--- config.mk ---
export PLATFORM = sky130hd
export DESIGN_NAME = flash_self_programming_sequencer
export DESIGN_NICKNAME = d
export VERILOG_FILES = /design/src/design/seq_pkg.sv /design/src/design/flash_self_programming_sequencer.sv /design/src/design/page_buffer.sv /design/src/design/prog_timer.sv
export VERILOG_INCLUDE_DIRS = /design/src /design/src/design
export SDC_FILE = /design/constraint.sdc
export NUM_CORES = 1
export LEC_CHECK = 0
export BUFFER_PORTS_ARGS = -buffer_cell sky130_fd_sc_hd__buf_2
export CELL_PAD_IN_SITES_DETAIL_PLACEMENT = 1
export CELL_PAD_IN_SITES_GLOBAL_PLACEMENT = 2
export CORE_MARGIN = 1
export CORE_UTILIZATION = 43
export DETAILED_ROUTE_END_ITERATION = 8
export GPL_TIMING_DRIVEN = 0
export PLACE_DENSITY = 0.75
export RECOVER_POWER = 100
export SLEW_MARGIN = 10
export SYNTH_ARGS = -nofsm -noshare
export SYNTH_HDL_FRONTEND = slang
export SYNTH_SLANG_ARGS = --single-unit
--- constraint.sdc ---
create_clock -name clk -period 5.6 [get_ports clk]
set_input_delay 0 -clock clk [delete_from_list [all_inputs] [get_ports clk]]
set_output_delay 0 -clock clk [all_outputs]
set_load 0.02 [all_outputs]
--- src/design/seq_map.svh ---
// Address map, field positions, command patterns and timing for the flash store sequencer.
`ifndef SEQ_MAP_SVH
`define SEQ_MAP_SVH

// Register byte addresses on the bus.
`define ADDR_CTRL 8'h00
`define ADDR_PTR 8'h04
`define ADDR_DATA 8'h08
`define ADDR_STORE 8'h0c
`define ADDR_LOAD 8'h10
`define ADDR_STAT 8'h14

// Bit positions in store_ctrl_status.
`define CS_EN 0
`define CS_BUSY 6
`define CS_IE 7
`define CS_CMD_MSB 5

// Accepted command patterns in the low six bits.
`define PAT_NONE 6'h00
`define PAT_LOAD 6'h01
`define PAT_ERASE 6'h03
`define PAT_WRITE 6'h05
`define PAT_REEN 6'h11

// Cycle windows after a control write.
`define STORE_WINDOW 3'h4
`define CLEAR_DELAY 3'h6

// Flash geometry and reset addresses.
`define PAGE_WORD_BITS 6
`define PAGE_IDX_BITS 9
`define PAGE_WORDS 64
`define HALTING_SECTION_FIRST_PAGE 9'h1c0
`define APP_RESET_ADDR 16'h0000
`define BOOT_RESET_ADDR 16'h7c00
`define ERASED_WORD 16'hffff

// Programming time, in nanoseconds, and the clock period.
`define CLK_PERIOD_NS 10
`define PROG_MIN_NS 3700000
`define PROG_MAX_NS 4500000
`define PROG_MIN_CYCLES ((`PROG_MIN_NS + `CLK_PERIOD_NS - 1) / `CLK_PERIOD_NS)
`define PROG_MAX_CYCLES (`PROG_MAX_NS / `CLK_PERIOD_NS)
`define TIMER_BITS 19

`endif

--- src/design/seq_pkg.sv ---
// Types shared by the flash store sequencer and its helpers.
package seq_pkg;
  `include "seq_map.svh"

  typedef enum logic {OP_IDLE, OP_BUSY} op_state_t;

  typedef struct packed {
    logic req;
    logic erase;
    logic [`PAGE_IDX_BITS-1:0] page;
  } flash_cmd_t;

  typedef struct packed {
    logic ack;
    logic [31:0] rdata;
    logic [7:0] cs;
    logic [15:0] ptr;
    logic [15:0] data;
    logic win_act;
    logic [2:0] win;
    op_state_t op;
    logic op_write;
    logic [`PAGE_IDX_BITS-1:0] page;
    logic halt;
    logic irq;
    flash_cmd_t cmd;
    logic [14:0] rd_addr;
    logic load_pend;
    logic load_sel;
    logic [7:0] load_byte;
    logic fuse_s1;
    logic fuse_s2;
    logic pll_s1;
    logic pll_s2;
    logic [1:0] fill;
    logic vec_valid;
    logic [15:0] rst_vec;
    logic buf_we;
    logic buf_clr;
    logic tmr_start;
  } seq_state_t;

  typedef struct packed {
    logic [`PAGE_WORDS-1:0] filled;
    logic [15:0] rdata;
  } buf_state_t;

  typedef struct packed {
    logic run;
    logic done;
    logic [`TIMER_BITS-1:0] cnt;
  } timer_state_t;
endpackage

--- src/design/flash_self_programming_sequencer.sv ---
// Flash self-programming sequencer with a classic Wishbone register slave.
//
// Contract
// Fuse 1 selects reset address 0x0000; fuse 0 selects the boot reset address.
// The core can never change fuse values; fuses come only from pins.
// Store operations take their flash address from the 16-bit pointer register.
// Low word-address bits pick the word in a page; high bits pick the page.
// The page address is latched at start; the pointer may then change freely.
// Lock-bit programming ignores the pointer entirely; the code refuses lock-bit patterns instead.
// Loads address flash by byte; pointer bit 0 selects the byte in a word.
// Erase pattern X0000011 then store within four cycles; only the page index matters.
// Erase of a readable-section page keeps running; a halting-section page halts the core.
// Load pattern X0000001 then store writes the data pair to the selected buffer word.
// The page buffer clears after page write, on section re-enable, and on reset.
// Software writes each buffer word at most once between buffer clears.
// Buffer words may be loaded in any order.
// Write pattern X0000101 then store programs the buffered page at the page index.
// Write of a readable-section page keeps running; a halting-section page halts the core.
// Software gives erase and write of one update the same page index.
// Software erases a page before writing it; buffer fill may come before or after.
// Software checks PLL lock before any programming step.
// With interrupt enabled, the interrupt stands while the store enable bit is clear.
// Software should program the boot section write lock when the loader is final; the code refuses the lock-bit pattern.
// Programming stores are accepted only from code running in the boot section.
// Section busy reads one while the readable section is blocked by erase or write.
// Control register clears six cycles after a write if no matching store follows.
// Each erase or write lasts between 3.7 ms and 4.5 ms.
// Store enable clears when erase, write or buffer load completes.
`timescale 1ns/100ps
module flash_self_programming_sequencer
  import seq_pkg::*;
#(
  parameter int PROG_CYCLES = `PROG_MIN_CYCLES
) (
  // Clock and reset.
  input wire logic clk,
  input wire logic sys_rst,
  // Wishbone slave.
  input wire logic wb_cyc_i,
  input wire logic wb_stb_i,
  input wire logic wb_we_i,
  input wire logic [7:0] wb_adr_i,
  input wire logic [3:0] wb_sel_i,
  input wire logic [31:0] wb_dat_i,
  output logic wb_ack_o,
  output logic [31:0] wb_dat_o,
  // Core status and control.
  input wire logic cpu_in_boot,
  output logic core_halt,
  output logic store_irq,
  output logic [15:0] reset_vector,
  output logic reset_vector_valid,
  // Pins.
  input wire logic boot_vector_fuse,
  input wire logic pll_locked,
  // Flash macro.
  output flash_cmd_t flash_cmd,
  input wire logic [`PAGE_WORD_BITS-1:0] flash_buf_idx,
  output logic [15:0] flash_buf_word,
  output logic [14:0] flash_rd_addr,
  input wire logic [15:0] flash_rd_data
);
  import seq_pkg::*;

  // ************************************************************
  // Helpers
  // ************************************************************

  function automatic logic hit(input logic [7:0] adr, input logic [7:0] reg_adr);
    hit = (adr[7:2] == reg_adr[7:2]);
  endfunction

  function automatic logic [15:0] merge16(input logic [15:0] old, input logic [31:0] dat,
                                          input logic [3:0] sel);
    merge16 = old;
    for (int i = 0; i < 2; i++) begin
      if (sel[i]) begin
        merge16[i*8 +: 8] = dat[i*8 +: 8];
      end
    end
  endfunction

  function automatic logic legal_pattern(input logic [5:0] pat);
    // Lock-bit and signature patterns are refused, so the pointer never reaches them.
    legal_pattern = (pat == `PAT_LOAD) || (pat == `PAT_ERASE) ||
                    (pat == `PAT_WRITE) || (pat == `PAT_REEN);
  endfunction

  seq_state_t s_reg;
  seq_state_t s_next;
  logic tmr_done;
  logic wr_take;
  logic rd_take;
  logic store_ok;
  logic [`PAGE_IDX_BITS-1:0] ptr_page;

  // ************************************************************
  // Submodules
  // ************************************************************

  page_buffer u_buf (
    .clk(clk),
    .sys_rst(sys_rst),
    .wr_en(s_reg.buf_we),
    .wr_idx(s_reg.ptr[`PAGE_WORD_BITS:1]),
    .wr_data(s_reg.data),
    .clr(s_reg.buf_clr),
    .rd_idx(flash_buf_idx),
    .rd_data(flash_buf_word)
  );

  prog_timer #(
    .CYCLES(PROG_CYCLES)
  ) u_tmr (
    .clk(clk),
    .sys_rst(sys_rst),
    .start(s_reg.tmr_start),
    .done(tmr_done)
  );

  // ************************************************************
  // Next state
  // ************************************************************

  assign wr_take = wb_cyc_i && wb_stb_i && wb_we_i && !s_reg.ack;
  assign rd_take = wb_cyc_i && wb_stb_i && !wb_we_i && !s_reg.ack;
  assign store_ok = s_reg.win_act && (s_reg.win < `STORE_WINDOW) &&
                    cpu_in_boot && (s_reg.op == OP_IDLE);
  assign ptr_page = s_reg.ptr[15:`PAGE_WORD_BITS+1];

  always_comb begin
    s_next = s_reg;
    s_next.ack = wb_cyc_i && wb_stb_i && !s_reg.ack;
    s_next.buf_we = 1'b0;
    s_next.buf_clr = 1'b0;
    s_next.tmr_start = 1'b0;

    // Pins pass two flip-flops; the fuse is only ever read, never written.
    s_next.fuse_s1 = boot_vector_fuse;
    s_next.fuse_s2 = s_reg.fuse_s1;
    s_next.pll_s1 = pll_locked;
    s_next.pll_s2 = s_reg.pll_s1;
    s_next.fill = {s_reg.fill[0], 1'b1};
    if (s_reg.fill[1]) begin
      s_next.rst_vec = s_reg.fuse_s2 ? `APP_RESET_ADDR : `BOOT_RESET_ADDR;
      s_next.vec_valid = 1'b1;
    end

    // Command window after a control write.
    if (s_reg.win_act) begin
      s_next.win = s_reg.win + 3'h1;
      if (s_reg.win == `CLEAR_DELAY - 3'h1) begin
        s_next.cs[`CS_CMD_MSB:0] = `PAT_NONE;
        s_next.win_act = 1'b0;
      end
    end

    // Byte select one cycle after the flash read address goes out.
    if (s_reg.load_pend) begin
      s_next.load_byte = s_reg.load_sel ? flash_rd_data[15:8] : flash_rd_data[7:0];
      s_next.load_pend = 1'b0;
    end

    // End of erase or write.
    if (s_reg.op == OP_BUSY && tmr_done) begin
      s_next.op = OP_IDLE;
      s_next.cs[`CS_CMD_MSB:0] = `PAT_NONE;
      s_next.halt = 1'b0;
      s_next.cmd.req = 1'b0;
      s_next.buf_clr = s_reg.op_write;
    end

    if (wr_take) begin
      if (hit(wb_adr_i, `ADDR_CTRL) && wb_sel_i[0]) begin
        s_next.cs[`CS_IE] = wb_dat_i[`CS_IE];
        // Command bits are locked while any of them is still set.
        if (s_reg.cs[`CS_CMD_MSB:0] == `PAT_NONE && legal_pattern(wb_dat_i[5:0])) begin
          s_next.cs[`CS_CMD_MSB:0] = wb_dat_i[5:0];
          s_next.win = 3'h0;
          s_next.win_act = 1'b1;
        end
      end else if (hit(wb_adr_i, `ADDR_PTR)) begin
        s_next.ptr = merge16(s_reg.ptr, wb_dat_i, wb_sel_i);
      end else if (hit(wb_adr_i, `ADDR_DATA)) begin
        s_next.data = merge16(s_reg.data, wb_dat_i, wb_sel_i);
      end else if (hit(wb_adr_i, `ADDR_STORE) && store_ok) begin
        case (s_reg.cs[`CS_CMD_MSB:0])
          `PAT_LOAD: begin
            s_next.buf_we = 1'b1;
            s_next.cs[`CS_CMD_MSB:0] = `PAT_NONE;
            s_next.win_act = 1'b0;
          end
          `PAT_ERASE, `PAT_WRITE: begin
            // Data pair and in-page bits are ignored; only the page is latched.
            s_next.page = ptr_page;
            s_next.op = OP_BUSY;
            s_next.op_write = (s_reg.cs[`CS_CMD_MSB:0] == `PAT_WRITE);
            s_next.tmr_start = 1'b1;
            s_next.halt = (ptr_page >= `HALTING_SECTION_FIRST_PAGE);
            s_next.cs[`CS_BUSY] = (ptr_page < `HALTING_SECTION_FIRST_PAGE);
            s_next.cmd.req = 1'b1;
            s_next.cmd.erase = (s_reg.cs[`CS_CMD_MSB:0] == `PAT_ERASE);
            s_next.cmd.page = ptr_page;
            s_next.win_act = 1'b0;
          end
          `PAT_REEN: begin
            s_next.cs[`CS_BUSY] = 1'b0;
            s_next.buf_clr = 1'b1;
            s_next.cs[`CS_CMD_MSB:0] = `PAT_NONE;
            s_next.win_act = 1'b0;
          end
          default: begin
            s_next.win_act = s_next.win_act;
          end
        endcase
      end else if (hit(wb_adr_i, `ADDR_LOAD)) begin
        s_next.rd_addr = s_reg.ptr[15:1];
        s_next.load_sel = s_reg.ptr[0];
        s_next.load_pend = 1'b1;
      end
    end

    if (rd_take) begin
      if (hit(wb_adr_i, `ADDR_CTRL)) begin
        s_next.rdata = {24'h000000, s_reg.cs};
      end else if (hit(wb_adr_i, `ADDR_PTR)) begin
        s_next.rdata = {16'h0000, s_reg.ptr};
      end else if (hit(wb_adr_i, `ADDR_DATA)) begin
        s_next.rdata = {16'h0000, s_reg.data};
      end else if (hit(wb_adr_i, `ADDR_LOAD)) begin
        s_next.rdata = {24'h000000, s_reg.load_byte};
      end else if (hit(wb_adr_i, `ADDR_STAT)) begin
        // Software polls PLL lock here before programming.
        s_next.rdata = {s_reg.rst_vec, 12'h000, s_reg.halt, s_reg.op == OP_BUSY,
                        s_reg.vec_valid, s_reg.pll_s2};
      end else begin
        s_next.rdata = 32'h00000000;
      end
    end

    // Level interrupt follows the store enable bit, so it needs no clearing.
    s_next.irq = s_next.cs[`CS_IE] && !s_next.cs[`CS_EN];
  end

  // ************************************************************
  // State register
  // ************************************************************

  always_ff @(posedge clk or posedge sys_rst) begin
    if (sys_rst) begin
      s_reg <= '0;
    end else begin
      s_reg <= s_next;
    end
  end

  assign wb_ack_o = s_reg.ack;
  assign wb_dat_o = s_reg.rdata;
  assign core_halt = s_reg.halt;
  assign store_irq = s_reg.irq;
  assign reset_vector = s_reg.rst_vec;
  assign reset_vector_valid = s_reg.vec_valid;
  assign flash_cmd = s_reg.cmd;
  assign flash_rd_addr = s_reg.rd_addr;

  // ************************************************************
  // Assertions
  // ************************************************************

  int busy_cnt;
  localparam int MAX_CYCLES = `PROG_MAX_CYCLES;

  // Counts cycles of one operation to check its length.
  always_ff @(posedge clk or posedge sys_rst) begin
    if (sys_rst) begin
      busy_cnt <= 0;
    end else if (s_reg.op == OP_BUSY) begin
      busy_cnt <= busy_cnt + 1;
    end else begin
      busy_cnt <= 0;
    end
  end

  property p_vector;
    @(posedge clk) disable iff (sys_rst)
    s_reg.vec_valid && $stable(s_reg.fuse_s2) |=>
      (reset_vector == ($past(s_reg.fuse_s2) ? `APP_RESET_ADDR : `BOOT_RESET_ADDR));
  endproperty
  a_vector: assert property (p_vector) else $error("reset vector disagrees with fuse");

  property p_store_window;
    @(posedge clk) disable iff (sys_rst)
    $rose(s_reg.op == OP_BUSY) |-> $past(s_reg.win) < `STORE_WINDOW && $past(s_reg.win_act);
  endproperty
  a_store_window: assert property (p_store_window) else $error("store outside window");

  property p_boot_only;
    @(posedge clk) disable iff (sys_rst)
    $rose(s_reg.op == OP_BUSY) || s_reg.buf_we |-> $past(cpu_in_boot);
  endproperty
  a_boot_only: assert property (p_boot_only) else $error("store taken outside boot code");

  property p_halt_halting_section;
    @(posedge clk) disable iff (sys_rst)
    s_reg.op == OP_BUSY && s_reg.page >= `HALTING_SECTION_FIRST_PAGE |-> core_halt && !s_reg.cs[`CS_BUSY];
  endproperty
  a_halt_halting_section: assert property (p_halt_halting_section) else $error("core not halted");

  property p_run_rww;
    @(posedge clk) disable iff (sys_rst)
    s_reg.op == OP_BUSY && s_reg.page < `HALTING_SECTION_FIRST_PAGE |-> !core_halt && s_reg.cs[`CS_BUSY];
  endproperty
  a_run_rww: assert property (p_run_rww) else $error("readable section op wrong");

  property p_page_latched;
    @(posedge clk) disable iff (sys_rst)
    s_reg.op == OP_BUSY && $past(s_reg.op == OP_BUSY) |-> $stable(flash_cmd.page);
  endproperty
  a_page_latched: assert property (p_page_latched) else $error("page moved");

  property p_irq;
    @(posedge clk) disable iff (sys_rst)
    store_irq == (s_reg.cs[`CS_IE] && !s_reg.cs[`CS_EN]);
  endproperty
  a_irq: assert property (p_irq) else $error("interrupt level wrong");

  property p_timeout;
    @(posedge clk) disable iff (sys_rst)
    s_reg.win_act && s_reg.win == 3'h5 |=>
      s_reg.cs[`CS_CMD_MSB:0] == `PAT_NONE || s_reg.op == OP_BUSY;
  endproperty
  a_timeout: assert property (p_timeout) else $error("control not cleared");

  property p_prog_time;
    @(posedge clk) disable iff (sys_rst)
    $fell(s_reg.op == OP_BUSY) |-> busy_cnt >= PROG_CYCLES && busy_cnt <= MAX_CYCLES;
  endproperty
  a_prog_time: assert property (p_prog_time) else $error("programming time out of range");

  property p_done_clears;
    @(posedge clk) disable iff (sys_rst)
    $fell(s_reg.op == OP_BUSY) |-> !s_reg.cs[`CS_EN] && !core_halt ##1 !flash_cmd.req;
  endproperty
  a_done_clears: assert property (p_done_clears) else $error("enable not cleared");

  property p_ack;
    @(posedge clk) disable iff (sys_rst)
    wb_ack_o |=> !wb_ack_o;
  endproperty
  a_ack: assert property (p_ack) else $error("ack held two cycles");

  c_erase: cover property (@(posedge clk) disable iff (sys_rst)
    $rose(s_reg.op == OP_BUSY) && flash_cmd.erase);
  c_write_halting_section: cover property (@(posedge clk) disable iff (sys_rst)
    $rose(core_halt));
  c_load: cover property (@(posedge clk) disable iff (sys_rst) s_reg.buf_we);
  c_timeout: cover property (@(posedge clk) disable iff (sys_rst)
    s_reg.win_act && s_reg.win == 3'h5);
endmodule

--- src/design/page_buffer.sv ---
// Temporary page buffer: one word per page slot, loaded in any order.
`timescale 1ns/100ps
module page_buffer
  import seq_pkg::*;
(
  // Clock and reset.
  input wire logic clk,
  input wire logic sys_rst,
  // Load and clear from the sequencer.
  input wire logic wr_en,
  input wire logic [`PAGE_WORD_BITS-1:0] wr_idx,
  input wire logic [15:0] wr_data,
  input wire logic clr,
  // Read port for the flash macro.
  input wire logic [`PAGE_WORD_BITS-1:0] rd_idx,
  output logic [15:0] rd_data
);
  import seq_pkg::*;

  logic [15:0] mem [`PAGE_WORDS];
  buf_state_t s_reg;
  buf_state_t s_next;

  always_comb begin
    s_next = s_reg;
    s_next.rdata = s_reg.filled[rd_idx] ? mem[rd_idx] : `ERASED_WORD;
    if (clr) begin
      s_next.filled = '0;
    end else if (wr_en && !s_reg.filled[wr_idx]) begin
      s_next.filled[wr_idx] = 1'b1;
    end
  end

  // A second load to a filled slot is dropped; the slot keeps its first word.
  always_ff @(posedge clk) begin
    if (wr_en && !clr && !s_reg.filled[wr_idx]) begin
      mem[wr_idx] <= wr_data;
    end
  end

  always_ff @(posedge clk or posedge sys_rst) begin
    if (sys_rst) begin
      s_reg <= '0;
    end else begin
      s_reg <= s_next;
    end
  end

  assign rd_data = s_reg.rdata;
endmodule

--- src/design/prog_timer.sv ---
// Programming-time counter for page erase and page write.
`timescale 1ns/100ps
module prog_timer
  import seq_pkg::*;
#(
  parameter int CYCLES = `PROG_MIN_CYCLES
) (
  // Clock and reset.
  input wire logic clk,
  input wire logic sys_rst,
  // Start pulse in, done pulse out.
  input wire logic start,
  output logic done
);
  import seq_pkg::*;

  timer_state_t s_reg;
  timer_state_t s_next;

  always_comb begin
    s_next = s_reg;
    s_next.done = 1'b0;
    if (start) begin
      s_next.run = 1'b1;
      s_next.cnt = '0;
    end else if (s_reg.run) begin
      if (s_reg.cnt == `TIMER_BITS'(CYCLES - 1)) begin
        s_next.run = 1'b0;
        s_next.done = 1'b1;
      end else begin
        s_next.cnt = s_reg.cnt + 1'b1;
      end
    end
  end

  always_ff @(posedge clk or posedge sys_rst) begin
    if (sys_rst) begin
      s_reg <= '0;
    end else begin
      s_reg <= s_next;
    end
  end

  assign done = s_reg.done;
endmodule

---- Yosys cells after proc, flatten, opt, wreduce, memory -nomap -nowiden ----
Memory sizes are Yosys's and may differ from the RTL's.
Cells that the tools add are included.
operators by class
  $add $sub $neg .......................... 2
  multipliers ............................. 0
  div/mod/pow operators ................... 0
  magnitude comparators ................... 6
  equal/unequal tests ..................... 16
  shift-type cells ........................ 0
  multiplexer cells ....................... 78
  bitwise gates (word level) .............. 6
  reductions and logical operators ........ 42
operators with widths
  kind                                                              number
  32-bit 2-to-1 mux                                                 6
  64-bit 2-to-1 mux                                                 2
  28-bit 2-to-1 mux                                                 4
  64-bit bitwise OR                                                 1
  12-bit 2-to-1 mux                                                 5
  56-bit 2-to-1 mux                                                 1
  17-bit 2-to-1 mux                                                 3
  16-bit 2-to-1 mux                                                 3
  8-bit 2-to-1 mux                                                  5
  19-bit 2-to-1 mux                                                 2
  6-bit 2-to-1 mux                                                  6
  6-bit by 2-bit == test with 1-bit output (second input constant)  4
  6-bit by 3-bit == test with 1-bit output (second input constant)  4
  11-bit 2-to-1 mux                                                 2
  1-bit 2-to-1 mux                                                  21
  21-bit 2-to-1 mux                                                 1
  7-bit 2-to-1 mux                                                  3
  19-bit by 1-bit adder with 19-bit output (second input constant)  1
  19-bit == test (second input constant)                            1
  6-bit by 1-bit == test with 1-bit output (second input constant)  3
  1-bit logical AND                                                 18
  3-bit 2-to-1 mux                                                  6
  6-bit AND reduction                                               3
  15-bit 2-to-1 mux                                                 1
  other kinds (24)                                                  44
word-level totals
  flip-flop bits (word level) ............. 244
  latch bits .............................. 0
  bits in writable memories ............... 1024
  memory bits (read-only) ................. 0
  input port bits ......................... 74
  output and inout port bits .............. 94
  word-level logic and storage cells ...... 187
  memories ................................ 1
memory list
  name       depth  bits a word  read ports  clocked after Yosys merged registers in  wr ports  RTL line           text
  u_buf.mem  64     16           1           0                                        1         page_buffer.sv:20  logic [15:0] mem [`PAGE_WORDS];

---- Logic depth before layout (Yosys ltp) ----
  depth in word-level cells ............... 12
  gate-level depth with buffers ........... 11
  mapped depth without buffers ............ 6

---- By module ----
Synthesis repeated with hierarchy kept, for this count alone.
second synthesis, totals
  cell total of the unflattened synthesis .. 2692
  area total of the unflattened synthesis .. 49732.7 um^2
by module, submodules not included
  module                            instances  cells each  area an instance (um^2)  sequential area each (um^2)
  page_buffer                       1          2081        43058.8                  32751.4
  flash_self_programming_sequencer  1          489         5455.2                   2827.7
  prog_timer                        1          122         1218.7                   525.5

---- Least setup slack after synthesis ----
OpenSTA, ideal clock, no wires.
  kind .................................... register to register
  from .................................... register s_reg[96] (netlist name)
  to ...................................... memory u_buf.mem[51][0], enable pin
  library setup time ...................... 409 ps
  arrival ................................. 3018 ps
  data required time ...................... 5191 ps
  slack ................................... 2173 ps
  cell stages (with the launch flop) ...... 8
  buffers on the path ..................... 1
  period minus slack after synthesis ...... 3427 ps
  path through ............................ dfrtp_1 -> buf_4 -> and2b_1 -> a221oi_2 -> nor3_1 -> nor4_1 -> or3b_1 -> nor3_1
on the way
  word-level cells in the longest chain between the ends .. 6
ends and longest elaborated chain
  what                                       RTL line                                 text
  start, declared                            flash_self_programming_sequencer.sv:89   seq_state_t s_reg;
  start signal, assigned                     flash_self_programming_sequencer.sv:253  s_reg <= s_next;
  1-bit binary-select mux with 6-bit select  page_buffer.sv:36                        if (wr_en && !clr && !s_reg.filled[wr_idx]) begin
  1-bit 2-to-1 mux (implied by the code)     page_buffer.sv:36
  1-bit logical NOT                          page_buffer.sv:36
  1-bit logical AND                          page_buffer.sv:36
  1-bit 2-to-1 mux                           page_buffer.sv:36
  1-bit 2-to-1 mux (implied by the code)     page_buffer.sv:37                        mem[wr_idx] <= wr_data;
  end, declared                              page_buffer.sv:20
Parallel ways exist; a longest one is shown, timed or not. The select of a mux whose other input is x is not followed.

---- Worst setup path in the final report ----
  from .................................... register s_reg[98] (netlist name)
  to ...................................... memory u_buf.mem[47][11], enable pin
Same word-level chain as after synthesis.

==> summary.txt <==
Syn Std Cell Area: 0.0494 mm^2
DP Cell Count: 4,362
Post-synthesis cell count: 2,630
Flops & latches, synth: 1,238
Top Ports: 168
Final Instance Area: 0.0572 mm^2
CP Depth: 8
Post-route insts no fill: 4,658
Most common cell on crit path: clkbuf_1
Post-placement cell area: 0.0533 mm^2
Delay of the slowest critical-path stage: 0.98 ns
Failing checks: capacitance limit, slew limit
Sequential cell area: 0.0361 mm^2
Yosys cell types: 74
Power share of the clock group: 43.9%
RSZ-0062 raised after global routing: no
Nets: 3,131
Die height: 341 um
Routed wire length per instance: 29.9 um
Period minus WS final: 4.70 ns
Period utilization: 83.9%
Routed vias: 27,600
1st-iter DRT viols: 3,018
Reg2Reg Setup Slack: 0.90 ns
TNS Setup: 0 ns
Critical-path top delay cell: nor2_1
VDD IR max: 0.308 mV
Synth top area share: 62.3%
Post-DRT Antenna Nets: 0
Reg-to-Reg Start: s_reg[98]
DRC viols: 0
Initial antenna violation count: 7
Pleak: 0.0185 uW
Final setup viols: 0
Fill count: 10,500
Switching part of the total: 21.7%
Std-Cell Rows: 123
DRT Wirelength: 139 mm
Combinational power share: 4.5%
Critical path cell sequence: clkbuf_1 > clkbuf_1 > buf_6 > buf_6 > nand2_1 > clkbuf_1 > nor2_1 > clkbuf_1
Final Hold Fails: 0
Worst Setup EP: u_buf.mem[47][11]
Slew Limit Fails: 1,025
Clock-pin slew on the worst setup and hold paths: 0.06 ns
TritonCTS clock tree: yes
ANT cells: 0
Max reg flops: 1,024
Worst slew pin tran: 2.83 ns
Number of flops mapped to enable cells by yosys: 1,024
Register area share after synthesis: 73.1%
First-pass GRT wire length: 202 mm
Vias in the first global route: 29,300
Starting Density: 43.6%
Max cap viols: 27
Int Power: 15,200 uW
Placeable Area: 0.113 mm^2
Primary FF master, synth: edfxtp_1
Area grow syn2layout: 15.8%
Critical Path Source Type: flip-flop
Critical path class: reg2reg
Reg2Reg Depth: 8
Crit Path Max Fanout: 10
Layout Skew: 0.0395 ns
HP Class: in2reg
GR Overflow Total: 0
Seq pwr share: 51.6%
Status: finished, violations left
Crit path arrival time: 5.07 ns
Layout cells sized above 1: 25.2%
Placer Congestion: 0.891
PostCTS Resize Cnt: 0
Largest net degree at the start of global routing: 67
Post-DP HPWL: 94.3 mm
Largest area contributor in the netlist: edfxtp_1
Synth top area cells: edfxtp_1, mux4_2, dfrtp_1
Critical path's top delay family: buffers and inverters
Post-synth top cells: edfxtp_1, mux4_2, dfrtp_1
Worst path bufs/invs: 6
Die Wd: 341 um
Die area: 0.116 mm^2
Asr flop ratio synth: 17.3%
Sw power: 4210 uW
CTS H-tree depth: 4
Worst-skew pair later-pin latency: 0.76 ns
Area of the multi-input gates: 0.0117 mm^2
DR vias/cell: 5.93
Total Routing Usage GR: 24.1%
Fmax: 213 MHz
WP data required: 5.97 ns
Num CTS Buffers: 131
PD cells: 339 mW/mm^2
Mapped Avg Cell Area: 18.8 um^2
Worst R2R End: u_buf.mem[47][11]
CP startpoint: s_reg[98]
Max clock buf depth: 3
Clk sinks: 1,238
Slew Limit Headroom: -88.7%
Clock tree root buffer cell: clkbuf_16
Most frequent cell after synthesis: edfxtp_1
Pre-antenna DRT Iters: 6
Port Buf Inserts: 123
CP Capture Type: flip-flop
YS warnings: 0
## logic make-up after synthesis
logic type      Yosys count  share of synthesized area, %
mux                     363                          14.5
compound gates          365                          5.29
fa+ha+maj                 4                        0.0963
buf+inv                 321                          3.39
simple gates            320                          3.26
other cells               2                        0.0152
xor+xnor                 17                         0.302
flops                  1238                          73.1
## per-layer routing
metal | up-vias | global-route usage [%] | routed length (um)
met1 | 14800 | 33.1 | 56600
met2 | 1220 | 39.5 | 67900
li1 | 11400 | - | -
met3 | 245 | 4.27 | 10800
met5 | - | 0 | 75
met4 | 10 | 7.24 | 3910
## per-stage QoR
stage / utilization [%] / setup WS, ns / hold slack (ns) / power, uW
4_1_cts: 51.3 / 1.62 / 0.00247 / 19500
3_3_place_gp: 45.9 / 0.339 / 0.108 / 11000
6_report: 50.5 / 0.900 / 0.0664 / 19400
2_1_floorplan: - / 2.17 / 0.0314 / 10700
3_5_place_dp: 47.1 / 1.45 / 0.0402 / 11000
5_1_grt: 50.5 / 0.743 / 0.0569 / 19800
## power by group through the flow
stage / clock [uW] / combinational, uW / sequential [uW]
detailed placement: 0 / 861 / 10200
CTS: 8610 / 893 / 9990
global placement: 0 / 802 / 10200
floorplan: 0 / 515 / 10200
finish: 8490 / 872 / 10000
global route: 8900 / 918 / 10000
## cell usage in the layout, fill, tap and decap left out, types with 20 or more instances in the layout
cell,Yosys,layout
dfrtp_1,214,214
nor4_1,21,22
nor2_1,96,96
clkbuf_16,0,136
buf_2,52,98
mux2i_1,27,27
a21oi_1,92,92
o32ai_1,24,28
mux4_2,276,276
buf_4,94,111
edfxtp_1,1024,1024
conb_1,2,23
inv_1,63,63
o21ai_0,21,22
nand2_1,61,61
clkinv_2,0,24
mux2_2,57,56
nor3_2,3,20
dlygate4sd3_1,0,59
o22ai_1,23,23
nor3_1,48,31
a22oi_1,142,142
clkbuf_1,84,244
## area by class of cell
class                           count  share of cell area, %
Sequential cell                  1238                   63.2
Multi-Input combinational cell   1092                   20.5
Clock buffer                      173                   6.34
Tap cell                         1500                   3.28
Timing Repair Buffer              270                   2.96
Buffer                            256                   2.42
Clock inverter                     64                  0.967
Inverter                           65                  0.429
## how the worst min path moves through the flow
stage / depth (start not counted) / from / end
after detailed placement: 2 / sys_rst / wb_dat_o[13]
after global routing: 3 / wb_dat_i[6] / s_reg[101]
after floorplan: 0 / pll_locked / s_next[22]
final: 3 / wb_dat_i[6] / s_reg[101]
after global placement: 1 / boot_vector_fuse / s_next[24]
after CTS: 6 / wb_adr_i[3] / s_reg[75]
## worst reg2reg max path, cell delays in order (launching register included)
cell      delay, ns
dfrtp_1        0.34
clkbuf_1       0.37
clkbuf_1       0.65
buf_6          0.26
buf_6          0.19
nand2_1        0.31
clkbuf_1       0.69
nor2_1         0.99
clkbuf_1       0.53
## repair_timing
action | 4_1_cts | 5_1_grt
buffers inserted | 0 | 0
hold buffers | 59 | 0
hold endpoints to repair | 269 | 0
Power figures use the tool's default switching activity.
